[src/logic/cpu_clk_switch_pkg.sv]
// Shared constants and types for the CPU clock source switch.
// Assumes a single 100 MHz system clock and an 8-bit register write port.
package cpu_clk_switch_pkg;
  // System clock period
  localparam int CLK_PERIOD_NS = 10;
  // Internal high-speed oscillator settling time
  localparam int INT_OSC_SETTLE_NS = 500;
  localparam int INT_OSC_SETTLE_CYC = (INT_OSC_SETTLE_NS + CLK_PERIOD_NS - 1) / CLK_PERIOD_NS;
  // Subsystem crystal settling time
  localparam int SUB_OSC_SETTLE_NS = 20000;
  localparam int SUB_OSC_SETTLE_CYC = (SUB_OSC_SETTLE_NS + CLK_PERIOD_NS - 1) / CLK_PERIOD_NS;
  // Settling counter widths and terminal values
  localparam int INT_CNT_W = 8;
  localparam int SUB_CNT_W = 12;
  localparam logic [INT_CNT_W-1:0] INT_OSC_SETTLE_MAX = INT_CNT_W'(INT_OSC_SETTLE_CYC);
  localparam logic [SUB_CNT_W-1:0] SUB_OSC_SETTLE_MAX = SUB_CNT_W'(SUB_OSC_SETTLE_CYC);
  // Bit positions in main_clk_mode_reg
  localparam int MAIN_SRC_SEL_BIT = 0;
  localparam int PERIPH_SRC_SEL_BIT = 2;
  // Bit positions in osc_mode_select_reg
  localparam int SUB_EXT_CLK_SEL_BIT = 5;
  localparam int SUB_OSC_ENABLE_BIT = 4;
  // Bit positions in int_osc_mode_reg
  localparam int INT_OSC_STABLE_BIT = 7;
  localparam int INT_OSC_STOP_BIT = 0;
  // Bit positions in cpu_clk_ctrl_reg
  localparam int XTAL_SUB_START_BIT = 6;
  localparam int CPU_SUB_CLK_SEL_BIT = 4;
  // Values after reset
  localparam logic RST_MAIN_SRC_SEL = 1'b0;
  localparam logic RST_PERIPH_SRC_SEL = 1'b0;
  localparam logic RST_SUB_EXT_CLK_SEL = 1'b0;
  localparam logic RST_SUB_OSC_ENABLE = 1'b0;
  localparam logic RST_INT_OSC_STOP = 1'b0;
  localparam logic RST_XTAL_SUB_START = 1'b0;
  localparam logic RST_CPU_SUB_CLK_SEL = 1'b0;
  localparam logic [7:0] REG_ZERO = 8'h00;

  // Register write request: strobe plus byte
  typedef struct packed {
    logic wr;
    logic [7:0] data;
  } reg_wr_s;

  // CPU clock sources
  typedef enum logic [1:0] {
    SRC_INT = 2'h0,
    SRC_HS = 2'h1,
    SRC_SUB = 2'h3
  } clk_src_e;

  // Glitch-free switch sequence; one bit changes per step except SW_ARM_NEW back to SW_IDLE
  typedef enum logic [1:0] {
    SW_IDLE = 2'h0,
    SW_DRAIN_OLD = 2'h1,
    SW_ARM_NEW = 2'h3
  } sw_state_e;
endpackage : cpu_clk_switch_pkg

[src/logic/cpu_clock_source_switch.sv]
// CPU clock source switch: control registers, oscillator settling and source select.
// Assumes the three oscillator levels arrive synchronous to sys_clk and that
// software orders its writes as the switching sequences require.
// Notes on behaviour
// - Main source select at bit 0.
// - External select bit 5, enable bit 4.
// - Stable flag bit 7, stop bit 0.
// - Crystal start bit 6, sub select bit 4.
`timescale 1ns/100ps
module cpu_clock_source_switch (
  // Clock and reset
  input wire logic sys_clk,
  input wire logic reset_n,
  // Register writes
  input wire cpu_clk_switch_pkg::reg_wr_s main_clk_mode_wr,
  input wire cpu_clk_switch_pkg::reg_wr_s osc_mode_select_wr,
  input wire cpu_clk_switch_pkg::reg_wr_s int_osc_mode_wr,
  input wire cpu_clk_switch_pkg::reg_wr_s cpu_clk_ctrl_wr,
  // Register read values
  output logic [7:0] main_clk_mode_rd,
  output logic [7:0] osc_mode_select_rd,
  output logic [7:0] int_osc_mode_rd,
  output logic [7:0] cpu_clk_ctrl_rd,
  // Oscillator clock levels
  input wire logic int_osc_clk,
  input wire logic hs_sys_clk,
  input wire logic sub_clk,
  // Oscillator controls and status
  output logic int_osc_run_en,
  output logic sub_osc_run_en,
  output logic sub_ext_input_en,
  output logic sub_clk_stable,
  output logic periph_src_sel,
  // Selected CPU clock
  output logic cpu_clk_out,
  output logic [1:0] cpu_src_active
);
  import cpu_clk_switch_pkg::*;

  logic main_clk_src_sel_r; // 0 internal osc, 1 high-speed system clock
  logic periph_src_sel_r; // Peripheral source select
  logic sub_ext_clk_sel_r; // External subsystem input chosen
  logic sub_osc_enable_r; // Subsystem oscillator enable
  logic int_osc_stop_r; // Internal oscillator stopped
  logic int_osc_stable_r; // Internal oscillator settled
  logic xtal_sub_start_r; // Crystal start regardless of other bits
  logic cpu_sub_clk_sel_r; // CPU runs from subsystem clock
  logic sub_stable_r; // Subsystem clock settled
  logic [INT_CNT_W-1:0] int_cnt_r; // Internal osc settling count
  logic [SUB_CNT_W-1:0] sub_cnt_r; // Subsystem settling count
  sw_state_e sw_state_r; // Switch sequence state
  clk_src_e active_src_r; // Source now driving the CPU
  clk_src_e pend_src_r; // Source being switched to
  logic cpu_clk_r; // Registered CPU clock
  clk_src_e target_src; // Source the registers ask for
  logic sub_run; // Subsystem oscillator requested
  logic sub_ext_mode; // External input mode, no settling

  // Pick the level of one source
  function automatic logic src_level(input clk_src_e src, input logic l_int,
                                     input logic l_hs, input logic l_sub);
    logic lvl;
    lvl = l_int;
    if (src == SRC_HS) begin
      lvl = l_hs;
    end else if (src == SRC_SUB) begin
      lvl = l_sub;
    end
    return lvl;
  endfunction : src_level

  // Main clock mode register
  always_ff @(posedge sys_clk or negedge reset_n) begin
    if (!reset_n) begin
      main_clk_src_sel_r <= RST_MAIN_SRC_SEL;
      periph_src_sel_r <= RST_PERIPH_SRC_SEL;
    end else if (main_clk_mode_wr.wr) begin
      main_clk_src_sel_r <= main_clk_mode_wr.data[MAIN_SRC_SEL_BIT];
      periph_src_sel_r <= main_clk_mode_wr.data[PERIPH_SRC_SEL_BIT];
    end
  end

  // Oscillator mode select register
  always_ff @(posedge sys_clk or negedge reset_n) begin
    if (!reset_n) begin
      sub_ext_clk_sel_r <= RST_SUB_EXT_CLK_SEL;
      sub_osc_enable_r <= RST_SUB_OSC_ENABLE;
    end else if (osc_mode_select_wr.wr) begin
      sub_ext_clk_sel_r <= osc_mode_select_wr.data[SUB_EXT_CLK_SEL_BIT];
      sub_osc_enable_r <= osc_mode_select_wr.data[SUB_OSC_ENABLE_BIT];
    end
  end

  // Internal oscillator stop bit; the stable flag is hardware only
  always_ff @(posedge sys_clk or negedge reset_n) begin
    if (!reset_n) begin
      int_osc_stop_r <= RST_INT_OSC_STOP;
    end else if (int_osc_mode_wr.wr) begin
      int_osc_stop_r <= int_osc_mode_wr.data[INT_OSC_STOP_BIT];
    end
  end

  // Processor clock control register
  always_ff @(posedge sys_clk or negedge reset_n) begin
    if (!reset_n) begin
      xtal_sub_start_r <= RST_XTAL_SUB_START;
      cpu_sub_clk_sel_r <= RST_CPU_SUB_CLK_SEL;
    end else if (cpu_clk_ctrl_wr.wr) begin
      xtal_sub_start_r <= cpu_clk_ctrl_wr.data[XTAL_SUB_START_BIT];
      cpu_sub_clk_sel_r <= cpu_clk_ctrl_wr.data[CPU_SUB_CLK_SEL_BIT];
    end
  end

  // Internal oscillator settling; a stop write drops the flag at once,
  // so a poll right after a restart can never see a stale 1
  always_ff @(posedge sys_clk or negedge reset_n) begin
    if (!reset_n) begin
      int_cnt_r <= '0;
      int_osc_stable_r <= 1'b0;
    end else if (int_osc_stop_r ||
                 (int_osc_mode_wr.wr && int_osc_mode_wr.data[INT_OSC_STOP_BIT])) begin
      int_cnt_r <= '0;
      int_osc_stable_r <= 1'b0;
    end else if (int_cnt_r != INT_OSC_SETTLE_MAX) begin
      int_cnt_r <= int_cnt_r + 1'b1;
      int_osc_stable_r <= 1'b0;
    end else begin
      int_osc_stable_r <= 1'b1;
    end
  end

  // Subsystem oscillator request decode
  always_comb begin
    sub_run = xtal_sub_start_r | sub_osc_enable_r;
    sub_ext_mode = !xtal_sub_start_r & sub_ext_clk_sel_r & sub_osc_enable_r;
  end

  // Subsystem settling counter
  always_ff @(posedge sys_clk or negedge reset_n) begin
    if (!reset_n) begin
      sub_cnt_r <= '0;
      sub_stable_r <= 1'b0;
    end else if (!sub_run) begin
      sub_cnt_r <= '0;
      sub_stable_r <= 1'b0;
    end else if (sub_ext_mode) begin
      sub_stable_r <= 1'b1;
    end else if (sub_cnt_r != SUB_OSC_SETTLE_MAX) begin
      sub_cnt_r <= sub_cnt_r + 1'b1;
      sub_stable_r <= 1'b0;
    end else begin
      sub_stable_r <= 1'b1;
    end
  end

  // Requested source: the sub select wins over the main select
  always_comb begin
    target_src = SRC_INT;
    if (cpu_sub_clk_sel_r) begin
      target_src = SRC_SUB;
    end else if (main_clk_src_sel_r) begin
      target_src = SRC_HS;
    end
  end

  // Glitch-free switch: park low on the old source, then wait for the new
  // source to be low before following it, so no short pulse reaches the CPU.
  // A source held high stalls the switch; software must start it first.
  always_ff @(posedge sys_clk or negedge reset_n) begin
    if (!reset_n) begin
      sw_state_r <= SW_IDLE;
      active_src_r <= SRC_INT;
      pend_src_r <= SRC_INT;
    end else begin
      case (sw_state_r)
        SW_IDLE: begin
          if (target_src != active_src_r) begin
            pend_src_r <= target_src;
            sw_state_r <= SW_DRAIN_OLD;
          end
        end
        SW_DRAIN_OLD: begin
          if (!src_level(active_src_r, int_osc_clk, hs_sys_clk, sub_clk)) begin
            sw_state_r <= SW_ARM_NEW;
          end
        end
        SW_ARM_NEW: begin
          if (!src_level(pend_src_r, int_osc_clk, hs_sys_clk, sub_clk)) begin
            active_src_r <= pend_src_r;
            sw_state_r <= SW_IDLE;
          end
        end
        default: begin
          sw_state_r <= SW_IDLE;
        end
      endcase
    end
  end

  // CPU clock output register
  always_ff @(posedge sys_clk or negedge reset_n) begin
    if (!reset_n) begin
      cpu_clk_r <= 1'b0;
    end else if (sw_state_r == SW_ARM_NEW) begin
      cpu_clk_r <= 1'b0;
    end else if (sw_state_r == SW_DRAIN_OLD && !cpu_clk_r) begin
      cpu_clk_r <= 1'b0;
    end else begin
      cpu_clk_r <= src_level(active_src_r, int_osc_clk, hs_sys_clk, sub_clk);
    end
  end

  // Read values and pins; reserved bits read as zero
  always_comb begin
    main_clk_mode_rd = REG_ZERO;
    main_clk_mode_rd[MAIN_SRC_SEL_BIT] = main_clk_src_sel_r;
    main_clk_mode_rd[PERIPH_SRC_SEL_BIT] = periph_src_sel_r;
    osc_mode_select_rd = REG_ZERO;
    osc_mode_select_rd[SUB_EXT_CLK_SEL_BIT] = sub_ext_clk_sel_r;
    osc_mode_select_rd[SUB_OSC_ENABLE_BIT] = sub_osc_enable_r;
    int_osc_mode_rd = REG_ZERO;
    int_osc_mode_rd[INT_OSC_STABLE_BIT] = int_osc_stable_r;
    int_osc_mode_rd[INT_OSC_STOP_BIT] = int_osc_stop_r;
    cpu_clk_ctrl_rd = REG_ZERO;
    cpu_clk_ctrl_rd[XTAL_SUB_START_BIT] = xtal_sub_start_r;
    cpu_clk_ctrl_rd[CPU_SUB_CLK_SEL_BIT] = cpu_sub_clk_sel_r;
  end

  assign int_osc_run_en = !int_osc_stop_r;
  assign sub_osc_run_en = sub_run & !sub_ext_mode;
  assign sub_ext_input_en = sub_ext_mode;
  assign sub_clk_stable = sub_stable_r;
  assign periph_src_sel = periph_src_sel_r;
  assign cpu_clk_out = cpu_clk_r;
  assign cpu_src_active = active_src_r;

  // Checks
  AST_MAIN_SEL_BIT: assert property (@(posedge sys_clk) disable iff (!reset_n)
    main_clk_mode_wr.wr |=> main_clk_mode_rd[0] == $past(main_clk_mode_wr.data[0]))
    else $error("main source select not at bit 0");
  AST_OSC_MODE_BITS: assert property (@(posedge sys_clk) disable iff (!reset_n)
    osc_mode_select_wr.wr |=> osc_mode_select_rd[5:4] == $past(osc_mode_select_wr.data[5:4]))
    else $error("subsystem mode bits not at 5 and 4");
  AST_STOP_DROPS_FLAG: assert property (@(posedge sys_clk) disable iff (!reset_n)
    (int_osc_mode_wr.wr && int_osc_mode_wr.data[0]) |=>
      (int_osc_mode_rd[7] == 1'b0 && int_osc_mode_rd[0] == 1'b1))
    else $error("stop write did not show at bits 0 and 7");
  AST_PCC_BITS: assert property (@(posedge sys_clk) disable iff (!reset_n)
    cpu_clk_ctrl_wr.wr |=> (cpu_clk_ctrl_rd[6] == $past(cpu_clk_ctrl_wr.data[6]) &&
      cpu_clk_ctrl_rd[4] == $past(cpu_clk_ctrl_wr.data[4])))
    else $error("crystal start or sub select misplaced");
  AST_STABLE_SETTLED: assert property (@(posedge sys_clk) disable iff (!reset_n)
    $rose(int_osc_stable_r) |-> (int_cnt_r == INT_OSC_SETTLE_MAX && !$past(int_osc_stop_r, 2)))
    else $error("stable flag rose before settling");
  AST_PARK_LOW: assert property (@(posedge sys_clk) disable iff (!reset_n)
    (sw_state_r == SW_ARM_NEW) |=> !cpu_clk_r)
    else $error("CPU clock high while arming new source");
  AST_EXT_NO_WAIT: assert property (@(posedge sys_clk) disable iff (!reset_n)
    (sub_ext_mode && $past(sub_ext_mode)) |-> sub_stable_r)
    else $error("external subclock not stable at once");
endmodule : cpu_clock_source_switch

[config.mk]
export PLATFORM = sky130hd
export DESIGN_NAME = cpu_clock_source_switch
export DESIGN_NICKNAME = d
export VERILOG_FILES = /design/src/logic/cpu_clk_switch_pkg.sv /design/src/logic/cpu_clock_source_switch.sv
export SDC_FILE = /design/constraint.sdc
export NUM_CORES = 1
export LEC_CHECK = 0
export BUFFER_PORTS_ARGS = -buffer_cell sky130_fd_sc_hd__buf_2
export CORE_MARGIN = 2
export CORE_UTILIZATION = 40
export DETAILED_ROUTE_END_ITERATION = 8
export GPL_TIMING_DRIVEN = 1
export PLACE_DENSITY = 0.68
export REMOVE_ABC_BUFFERS = 1
export SLEW_MARGIN = 25
export SYNTH_ARGS = -nofsm -noshare
export SYNTH_HDL_FRONTEND = slang
export SYNTH_SLANG_ARGS = --single-unit
[constraint.sdc]
create_clock -name sys_clk -period 4.5 [get_ports sys_clk]
set_input_delay 0.9 -clock sys_clk [delete_from_list [all_inputs] [get_ports sys_clk]]
set_output_delay 0.9 -clock sys_clk [all_outputs]
set_load 0.02 [all_outputs]
==> impl_metrics.json, run 1 <==
{
  "status": "completed",
  "fillers": 455,
  "setup_violations": 0,
  "syn_area_um2": 1966,
  "clock_sinks": 36,
  "grt-ovfl-total": 0,
  "fmax_mhz": 440.7,
  "yosys_warnings": 0,
  "fp.dieArea_um2": 5491,
  "p_leak_nw": 1.036,
  "tns_ns": 0,
  "drt_wl_total_mm": 3.056,
  "io_buffer_count": 31,
  "slew_violations": 0,
  "netlist_instances": 193,
  "worst_slew_pin_slew_ns": 0.7777,
  "yosysMostFrequentCell": "dfrtp_1",
  "crit_path_start_kind": "flop",
  "antenna_found_initial": 0,
  "rows": 25,
  "cts_max_path_buffers": 2,
  "cts_resized": 0,
  "clock_latency_ns": 0.29,
  "synth_top_area_cell": "dfrtp_1",
  "p_int_uw": 585.5,
  "vias_per_cell": 4.663,
  "stdcell_count": 288,
  "use_met3": 0.03388,
  "dpl.cell_count": 280,
  "ys.flop_type": "dfrtp_1",
  "vias": 1343,
  "power_switching_uw": 310.4,
  "drc": 0,
  "finalHoldViolations": 0,
  "cts_setup_buffers": 0,
  "ir_worst_vdd_v": 0.0001428,
  "die_x_um": 74.10,
  "synth_xor_area_frac": 0.05347,
  "fin_nets": 265,
  "synth_top_family_by_area": "simple AND/OR/NAND/NOR gates",
  "whs_ns": 0.5292,
  "cts_tree": "built",
  "ys_ff_latch": 36,
  "stdcell_area_um2": 2130,
  "post-place-ws_ns": 2.525,
  "synth_cell_types": 41,
  "grt_start_max_net_pins": 37,
  "power_density_nw_per_um2": 420.7,
  "slew_headroom": 0.4815,
  "cap_violations": 0,
  "synth-async-reset-ratio": 1.000,
  "gp_congestion": 0.8149,
  "hold_buffers": 0,
  "synth-edff-count": 0,
  "syn_area_per_cell_um2": 10.18,
  "met1_usage": 0.1414,
  "met2_usage": 0.2093,
  "end_kind": "output port",
  "hpwl_mm": 2.238,
  "cts-root-buf": "clkbuf_8",
  "synth_common_cells": "dfrtp_1, buf_4, nor2_1",
  "synthSimpleGateAreaFrac": 0.1674,
  "pwr-share-clk": 0.254,
  "pwr-share-seq": 0.486,
  "synth_top_area_frac": 0.4583,
  "cts_inserted_buffers": 5,
  "fin_worst_skew_ns": 0.008724,
  "core_area_um2": 4723,
  "grt_pass1_wl_mm": 5.181,
  "drtIter0Drc": 83,
  "antennaDiodeCount": 0,
  "cts_max_level": 2,
  "layout-drive-gt1-share": 0.2398,
  "track_usage": 0.1214,
  "wl_per_cell_um": 10.61,
  "synthMuxAreaShare": 0.06111,
  "die_h_um": 74.10,
  "start_util": 0.4162,
  "yosysSeqAreaShare": 0.4583,
  "timing.final.crit_share": 0.5043,
  "synthAdderAreaFrac": 0.02546,
  "path_class": "flop to output port",
  "arrival_ns": 1.37,
  "period_needed_ns": 2.269,
  "combPwrFrac": 0.260,
  "switching_share": 0.3465,
  "ant_nets": 0,
  "io_pins": 81,
  "post-route-util": 0.4509,
  "power_uw": 895.9,
  "grt_setup_unrepaired": "no",
  "crit_fanout": 10,
  "placed_cell_area_um2": 2042,
  "grt_pass1_vias": 1202,
  "min_path_type": "flop to flop",
  "yosys-top-cells-area": "dfrtp_1, buf_4, mux2_2",
  "drt_first_pass_iters": 4,
  "worstPathRequired_ns": 3.60,
  "clkTransAtPathRegs_ns": 0.07,
  "area_growth_pct": 8.339,
  "busiest_layer": "met2",
  "fin_ws_ns": 2.231,
  "synth_compound_area_frac": 0.09039
}
==> power groups by stage <==
stage / combinational, mW / clock (mW) / sequential, mW
detailed placement: 0.234 / 0 / 0.442
global route: 0.261 / 0.248 / 0.445
global placement: 0.231 / 0 / 0.441
CTS: 0.235 / 0.235 / 0.437
floorplan: 0.153 / 0 / 0.454
finish: 0.233 / 0.227 / 0.436
==> placed cells by master, fill, tap and decap left out, types with 5 or more instances in the layout <==
| cell | n |
|---|---|
| dfrtp_1 | 36 |
| buf_2 | 31 |
| conb_1 | 24 |
| nor2_1 | 18 |
| nand2_1 | 11 |
| o21ai_0 | 9 |
| xor2_1 | 9 |
| inv_1 | 8 |
| mux2_2 | 8 |
| a21oi_1 | 7 |
| nand4_1 | 5 |
| clkbuf_8 | 5 |
==> path summary, 6_finish.rpt <==
check	from	endpoint	slack, ns	depth (start not counted)
max	xtal_sub_start_r	sub_ext_input_en	2.23	3
min	periph_src_sel	periph_src_sel	0.53	1
max reg2reg	sub_cnt_r[0]	sub_cnt_r[0]	2.77	6
min reg2reg	periph_src_sel	periph_src_sel	0.53	1
max in group asynchronous	reset_n	cpu_src_active[1]	3.32	1
min in group asynchronous	reset_n	sub_cnt_r[0]	0.68	1
==> flip-flops by register name (all words and copies together) (netlist names), 2 cells and up <==
signal and cells:
sw_state_r 2, sub_cnt_r 12, int_cnt_r 8, pend_src_r 2, cpu_src_active 2
==> logic make-up after synthesis <==
group                      Yosys count
AOI/OAI and AO/OA                   28
xor gates and xnor gates            12
adders and majority gates            4
buffers and inverters               42
DFF                                 36
muxes                               11
other                                1
and+or+nand+nor                     59
==> layout make-up <==
| type | count | area [um^2] | area share |
|---|---|---|---|
| Clock inverter | 3 | 18.77 | 0.008813 |
| Tap cell | 67 | 83.83 | 0.03937 |
| Timing Repair Buffer | 31 | 155.1 | 0.07286 |
| Multi-Input combinational cell | 138 | 872.1 | 0.4095 |
| Clock buffer | 5 | 68.82 | 0.03231 |
| Inverter | 8 | 30.03 | 0.01410 |
| Sequential cell | 36 | 900.9 | 0.4230 |
==> worst max-delay path: stages, from the launching register on <==
cell      delay (ns)
dfrtp_1         0.42
nand3b_2        0.36
inv_1           0.13
buf_2           0.17
==> layer usage <==
layer,up-vias,part of all wire,wire length (um)
li1,662,-,-
met1,634,0.46,1395
met2,41,0.47,1430
met3,6,0.055,167
met4,0,0.021,63
met5,-,0,0
Note: power is estimated with default switching activity, not from simulation.
==> inputs of run 2 (changes only) <==
--- a/config.mk
+++ b/config.mk
@@ -5,12 +5,13 @@
 export SDC_FILE = /design/constraint.sdc
 export NUM_CORES = 1
 export LEC_CHECK = 0
+export ABC_AREA = 1
 export BUFFER_PORTS_ARGS = -buffer_cell sky130_fd_sc_hd__buf_2
 export CORE_MARGIN = 2
 export CORE_UTILIZATION = 40
 export DETAILED_ROUTE_END_ITERATION = 8
 export GPL_TIMING_DRIVEN = 1
-export PLACE_DENSITY = 0.68
+export PLACE_DENSITY = 0.7
 export REMOVE_ABC_BUFFERS = 1
 export SLEW_MARGIN = 25
 export SYNTH_ARGS = -nofsm -noshare
==> constraint.sdc (replaced) <==
create_clock -name sys_clk -period 1.9 [get_ports sys_clk]
set_input_delay 0.38 -clock sys_clk [delete_from_list [all_inputs] [get_ports sys_clk]]
set_output_delay 0.38 -clock sys_clk [all_outputs]
set_load 0.02 [all_outputs]
==> run 2 against run 1 <==
  * Wire length is 23% higher
  * Highest routed layer unchanged
  * Hold slack worse by 0.52 ns
  * First-iteration DRC count is 29% lower
  * Register-to-register slack worse by 2.5 ns
  * Sequential power is 130% higher
  * Clock skew is 0.0052 ns lower
==> impl_metrics.json, run 2 <==
{
  "fp.dieArea_um2": 5858,
  "clock_latency_ns": 0.29,
  "rr_worst_depth": 10,
  "r2r_end": "sub_cnt_r[6]",
  "cts_max_path_buffers": 2,
  "grt_pass1_vias": 1535,
  "track_usage": 0.1460,
  "crit_fanout": 14,
  "antennaDiodeCount": 0,
  "synth_cell_types": 26,
  "clock_sinks": 36,
  "fin_nets": 338,
  "cap_violations": 0,
  "top_regs": "sub_cnt_r: 12 flops, int_cnt_r: 8 flops",
  "path_class": "flop to flop",
  "wl_per_cell_um": 10.39,
  "crit_path_cell_trace": "inv_1 > ha_1 > nand2_1 > nor2_1 > nand2_1 > nor2_1 > nor2_4 > inv_2 > nand2_1 > o21ai_0",
  "yosys_warnings": 0,
  "synth_top_area_cell": "dfrtp_1",
  "drc": 0,
  "finalHoldViolations": 0,
  "layout-drive-gt1-share": 0.1980,
  "top_register": "sub_cnt_r",
  "cp_slowest_cell": "dfrtp_1",
  "syn_area_per_cell_um2": 8.063,
  "cts-root-buf": "clkbuf_8",
  "cp_num_buf_inv": 2,
  "arrival_ns": 1.81,
  "vias": 1672,
  "start_util": 0.4121,
  "r2r-start": "sub_cnt_r[1]",
  "io_pins": 81,
  "status": "completed",
  "grt-ovfl-total": 0,
  "power_mw": 2.184,
  "grt_pass1_wl_mm": 6.920,
  "yosysSeqAreaShare": 0.4281,
  "fin_worst_skew_ns": 0.003521,
  "p_leak_nw": 1.203,
  "worstPathRequired_ns": 2.06,
  "die_h_um": 76.54,
  "fmax_mhz": 608.0,
  "core_area_um2": 5107,
  "crit_path_start_kind": "flop",
  "ff2ff_setup_slack_ns": 0.26,
  "ys.flop_type": "dfrtp_1",
  "period_needed_ns": 1.645,
  "io_buffer_count": 31,
  "die_x_um": 76.54,
  "cts_inserted_buffers": 5,
  "drt_first_pass_iters": 4,
  "max_stage_delay_ns": 0.37,
  "antenna_found_initial": 0,
  "gp_congestion": 0.8607,
  "synth_common_cells": "nand2_1, dfrtp_1, buf_4",
  "hpwl_mm": 2.847,
  "whs_ns": 0.006862,
  "yosys-top-cells-area": "dfrtp_1, buf_4, nand2_1",
  "ir_worst_vdd_v": 0.0004214,
  "synth-edff-count": 0,
  "area_growth_pct": 10.11,
  "synth-async-reset-ratio": 1.000,
  "grt_setup_unrepaired": "no",
  "setup_violations": 0,
  "timing.final.crit_share": 0.8657,
  "final_common_cell": "nand2_1",
  "grt_start_max_net_pins": 18,
  "post-route-util": 0.4537,
  "cts_tree": "built",
  "drt_wl_total_mm": 3.773,
  "slew_violations": 0,
  "final_cell_mix": "nand2_1, dfrtp_1, buf_2",
  "netlist_instances": 261,
  "ant_nets": 0,
  "yosysMostFrequentCell": "nand2_1",
  "cts_max_level": 2,
  "clkTransAtPathRegs_ns": 0.07,
  "syn_area_um2": 2105,
  "vias_per_cell": 4.606,
  "ys_ff_latch": 36,
  "rows": 26,
  "cts_setup_buffers": 0,
  "tns_ns": 0,
  "drtIter0Drc": 59,
  "worst_path_most_repeated_cell": "nand2_1",
  "power_density_nw_per_um2": 942.4,
  "end_kind": "flop",
  "largest_reg_flops": 12,
  "min_path_type": "primary input to async pin",
  "synth_top_area_frac": 0.4281,
  "crit_family": "simple AND/OR/NAND/NOR gates"
}
run 2: changes by cell type after synthesis, moves of 4 or more:
cell | previous run | this run
nand2_1 | 11 | 56
nand3_1 | 4 | 25
inv_1 | 8 | 26
o21ai_0 | 9 | 17
mux2_2 | 8 | 3
nor2_1 | 18 | 23
o21ai_2 | 0 | 5
a21oi_1 | 7 | 3
or3_1 | 4 | 0
xor2_1 | 9 | 5
run 2: final cells by class:
class,instances,area [um^2]
fill,523,2790
multi-input combinational,186,930.9
sequential,36,900.9
timing repair buffer,37,200.2
inverter,27,101.3
clock buffer,7,96.34
tap,70,87.58
run 2: kinds of logic after synthesis:
group           synth area share
compound gates           0.08977
xor+xnor                 0.02497
fa+ha+maj                0.02378
buf+inv                   0.1730
flops                     0.4281
mux                      0.01605
other cells             0.001782
simple gates              0.2426
run 2: worst max path at each step:
stage / startpoint / to / depth (start not counted) / slack, ns
finish: sub_cnt_r[1] / sub_cnt_r[6] / 10 / 0.26
global route: sub_cnt_r[0] / sub_cnt_r[6] / 9 / 0.02
CTS: sub_cnt_r[1] / sub_cnt_r[5] / 9 / 0.25
detailed placement: sub_cnt_r[1] / sub_cnt_r[5] / 9 / 0.02
global placement: sub_cnt_r[1] / sub_cnt_r[7] / 10 / 0.05
floorplan: xtal_sub_start_r / sub_cnt_r[5] / 8 / 0.16
run 2: metrics by stage:
step                area, um^2  setup WS, ns  cells
detailed placement        2216       0.01931    356
global placement          2216       0.05434    356
CTS                       2317        0.2499    363
floorplan                 1928        0.1621    249
finish                    2317        0.2552    363
global route              2317       0.01608    363
run 2: where the power goes:
group | internal (mW) | total (mW) | switching [mW]
Sequential | 0.888 | 1.00 | 0.115
Clock | 0.323 | 0.584 | 0.261
Combinational | 0.221 | 0.597 | 0.376
Total | 1.43 | 2.18 | 0.752
run 2: worst register-to-register path, cell delays in order (launching register included):
cell     delay [ns]
dfrtp_1        0.37
inv_1          0.08
ha_1           0.18
nand2_1        0.06
nor2_1         0.04
nand2_1        0.07
nor2_1         0.06
nor2_4         0.32
inv_2          0.19
nand2_1        0.09
o21ai_0        0.08
run 2: per-layer routing:
metal,GRT usage,vias to the layer above,share of wire
li1,-,843,-
met5,0,-,0
met4,0.05273,0,0.011
met1,0.1893,775,0.48
met2,0.2257,50,0.45
met3,0.05095,4,0.055
run 2: timing repair:
action / CTS / global route
resized for setup: 1 / 0
hold buffers: 0 / 0
setup endpoints to repair: 2 / 0
==> inputs of run 3 (changes only) <==
--- a/config.mk
+++ b/config.mk
@@ -7,6 +7,7 @@
 export LEC_CHECK = 0
 export ABC_AREA = 1
 export BUFFER_PORTS_ARGS = -buffer_cell sky130_fd_sc_hd__buf_2
+export CORE_ASPECT_RATIO = 1.4
 export CORE_MARGIN = 2
 export CORE_UTILIZATION = 40
 export DETAILED_ROUTE_END_ITERATION = 8
==> constraint.sdc (replaced) <==
create_clock -name sys_clk -period 1.9 [get_ports sys_clk]
set_input_delay 0.475 -clock sys_clk [delete_from_list [all_inputs] [get_ports sys_clk]]
set_output_delay 0.475 -clock sys_clk [all_outputs]
set_load 0.02 [all_outputs]
==> run 3 against run 2 <==
  * Final cell count decreased by 1.1%
  * Sequential share of layout area about the same
  * Largest cell class unchanged
  * Sequential cell count stayed put
  * Sequential power hardly changed
  * Maximum frequency increased by 1.8%
  * Core utilization is 0.16 points lower
  * Hold slack gained 0.20 ns
  * Combinational power down 3%
  * Final area is 0.11% lower
  * Setup slack gained 0.029 ns
==> impl_metrics.json, run 3 (synthesis gave the netlist of run 2 again) <==
{
  "status": "completed",
  "drt_first_pass_iters": 4,
  "fin_nets": 337,
  "layout-drive-gt1-share": 0.1980,
  "clock_latency_ns": 0.30,
  "cts_tree": "built",
  "path_class": "flop to output port",
  "grt_start_max_net_pins": 37,
  "cts-root-buf": "clkbuf_8",
  "largest_reg_flops": 12,
  "gp_congestion": 0.7831,
  "area_growth_pct": 9.988,
  "finalHoldViolations": 0,
  "clock_sinks": 36,
  "rows": 31,
  "min_path_type": "primary input to async pin",
  "drt_wl_total_mm": 3.772,
  "slew_violations": 0,
  "wl_per_cell_um": 10.51,
  "post-place-ws_ns": 0.3226,
  "placed_cell_area_um2": 2203,
  "drtIter0Drc": 40,
  "cts_max_level": 2,
  "hpwl_mm": 2.802,
  "grt_pass1_wl_mm": 6.941,
  "worstPathRequired_ns": 1.42,
  "crit_fanout": 4,
  "fmax_mhz": 619.0,
  "die_h_um": 89.83,
  "stdcell_area_um2": 2315,
  "die_x_um": 65.31,
  "stdcell_count": 359,
  "io_buffer_count": 31,
  "grt_setup_unrepaired": "no",
  "cts_setup_buffers": 0,
  "fin_worst_skew_ns": 0.006556,
  "crit_path_start_kind": "flop",
  "hold_buffers": 0,
  "ir_worst_vdd_v": 0.0004247,
  "drc": 0,
  "period_needed_ns": 1.615,
  "dpl.cell_count": 351,
  "vias": 1668,
  "arrival_ns": 1.14,
  "timing.final.crit_share": 0.8502,
  "end_kind": "output port",
  "core_area_um2": 5120,
  "track_usage": 0.1498,
  "final_common_cell": "nand2_1",
  "cts_resized": 0,
  "p_leak_nw": 1.199,
  "io_pins": 81,
  "power_density_nw_per_um2": 978.9,
  "antennaDiodeCount": 0,
  "top_regs": "sub_cnt_r: 12 flops, int_cnt_r: 8 flops",
  "cts_max_path_buffers": 2,
  "final_cell_mix": "nand2_1, dfrtp_1, buf_2",
  "start_util": 0.4110,
  "fin_ws_ns": 0.2846,
  "cap_violations": 0,
  "fp.dieArea_um2": 5866,
  "cts_inserted_buffers": 5,
  "grt_pass1_vias": 1602,
  "grt-ovfl-total": 0,
  "setup_violations": 0,
  "tns_ns": 0,
  "antenna_found_initial": 0,
  "vias_per_cell": 4.646,
  "ant_nets": 0,
  "top_register": "sub_cnt_r",
  "clkTransAtPathRegs_ns": 0.08,
  "fillers": 524
}
[run 3: changes by cell type in the layout (fill, tap and decap cells not counted)]
cell / previous run / this run
buf_4: 6 / 5
bufinv_16: 0 / 1
clkbuf_8: 7 / 5
clkinv_2: 0 / 1
clkinvlp_4: 0 / 1
nor2_2: 1 / 2
nor2_4: 1 / 0
[run 3: routing by layer]
layer | up-vias | routed length, um | global-route usage
li1 | 843 | - | -
met3 | 7 | 152 | 0.03004
met5 | - | 0 | 0
met4 | 0 | 98 | 0.07813
met2 | 44 | 1906 | 0.2543
met1 | 774 | 1615 | 0.1738
[run 3: worst paths after layout]
path | start | end | slack [ns] | depth (start not counted)
max in group asynchronous | reset_n | int_osc_stable_r | 1.37 | 2
worst min-delay path | reset_n | sub_cnt_r[11] | 0.20 | 2
worst max-delay path | xtal_sub_start_r | sub_ext_input_en | 0.28 | 4
worst max register to register | sub_cnt_r[0] | sub_cnt_r[6] | 0.33 | 9
min in group sys_clk | cpu_clk_ctrl_wr[4] | cpu_sub_clk_sel_r | 0.38 | 3
worst min register to register | periph_src_sel | periph_src_sel | 0.53 | 1
[run 3: metrics by stage]
stage / hold WS [ns] / total power, mW / utilization
floorplan: 0.1794 / 1.424 / -
global placement: 0.5094 / 1.588 / 0.4304
detailed placement: 0.5223 / 1.607 / 0.4304
CTS: 0.2259 / 2.300 / 0.4521
global route: 0.2437 / 2.428 / 0.4521
finish: 0.2039 / 2.266 / 0.4521
[run 3: area by class of cell]
class	instances	area [um^2]	share of cell area
Clock buffer	5	68.82	0.02973
Inverter	27	101.3	0.04378
Tap cell	66	82.58	0.03568
Sequential cell	36	900.9	0.3892
Timing Repair Buffer	36	192.7	0.08324
Clock inverter	3	42.54	0.01838
Multi-Input combinational cell	186	925.9	0.4000
[run 3: power by group]
group	switching, mW	leakage (nW)	total, mW	internal, mW
combinational	0.370	0.674	0.579	0.209
sequential	0.116	0.471	1.00	0.887
clock	0.296	0.0541	0.684	0.388
[run 3: worst max-delay path: stages (launching register included)]
cell,delay [ns]
dfrtp_1,0.39
inv_1,0.12
nand3_1,0.08
inv_1,0.08
buf_2,0.17
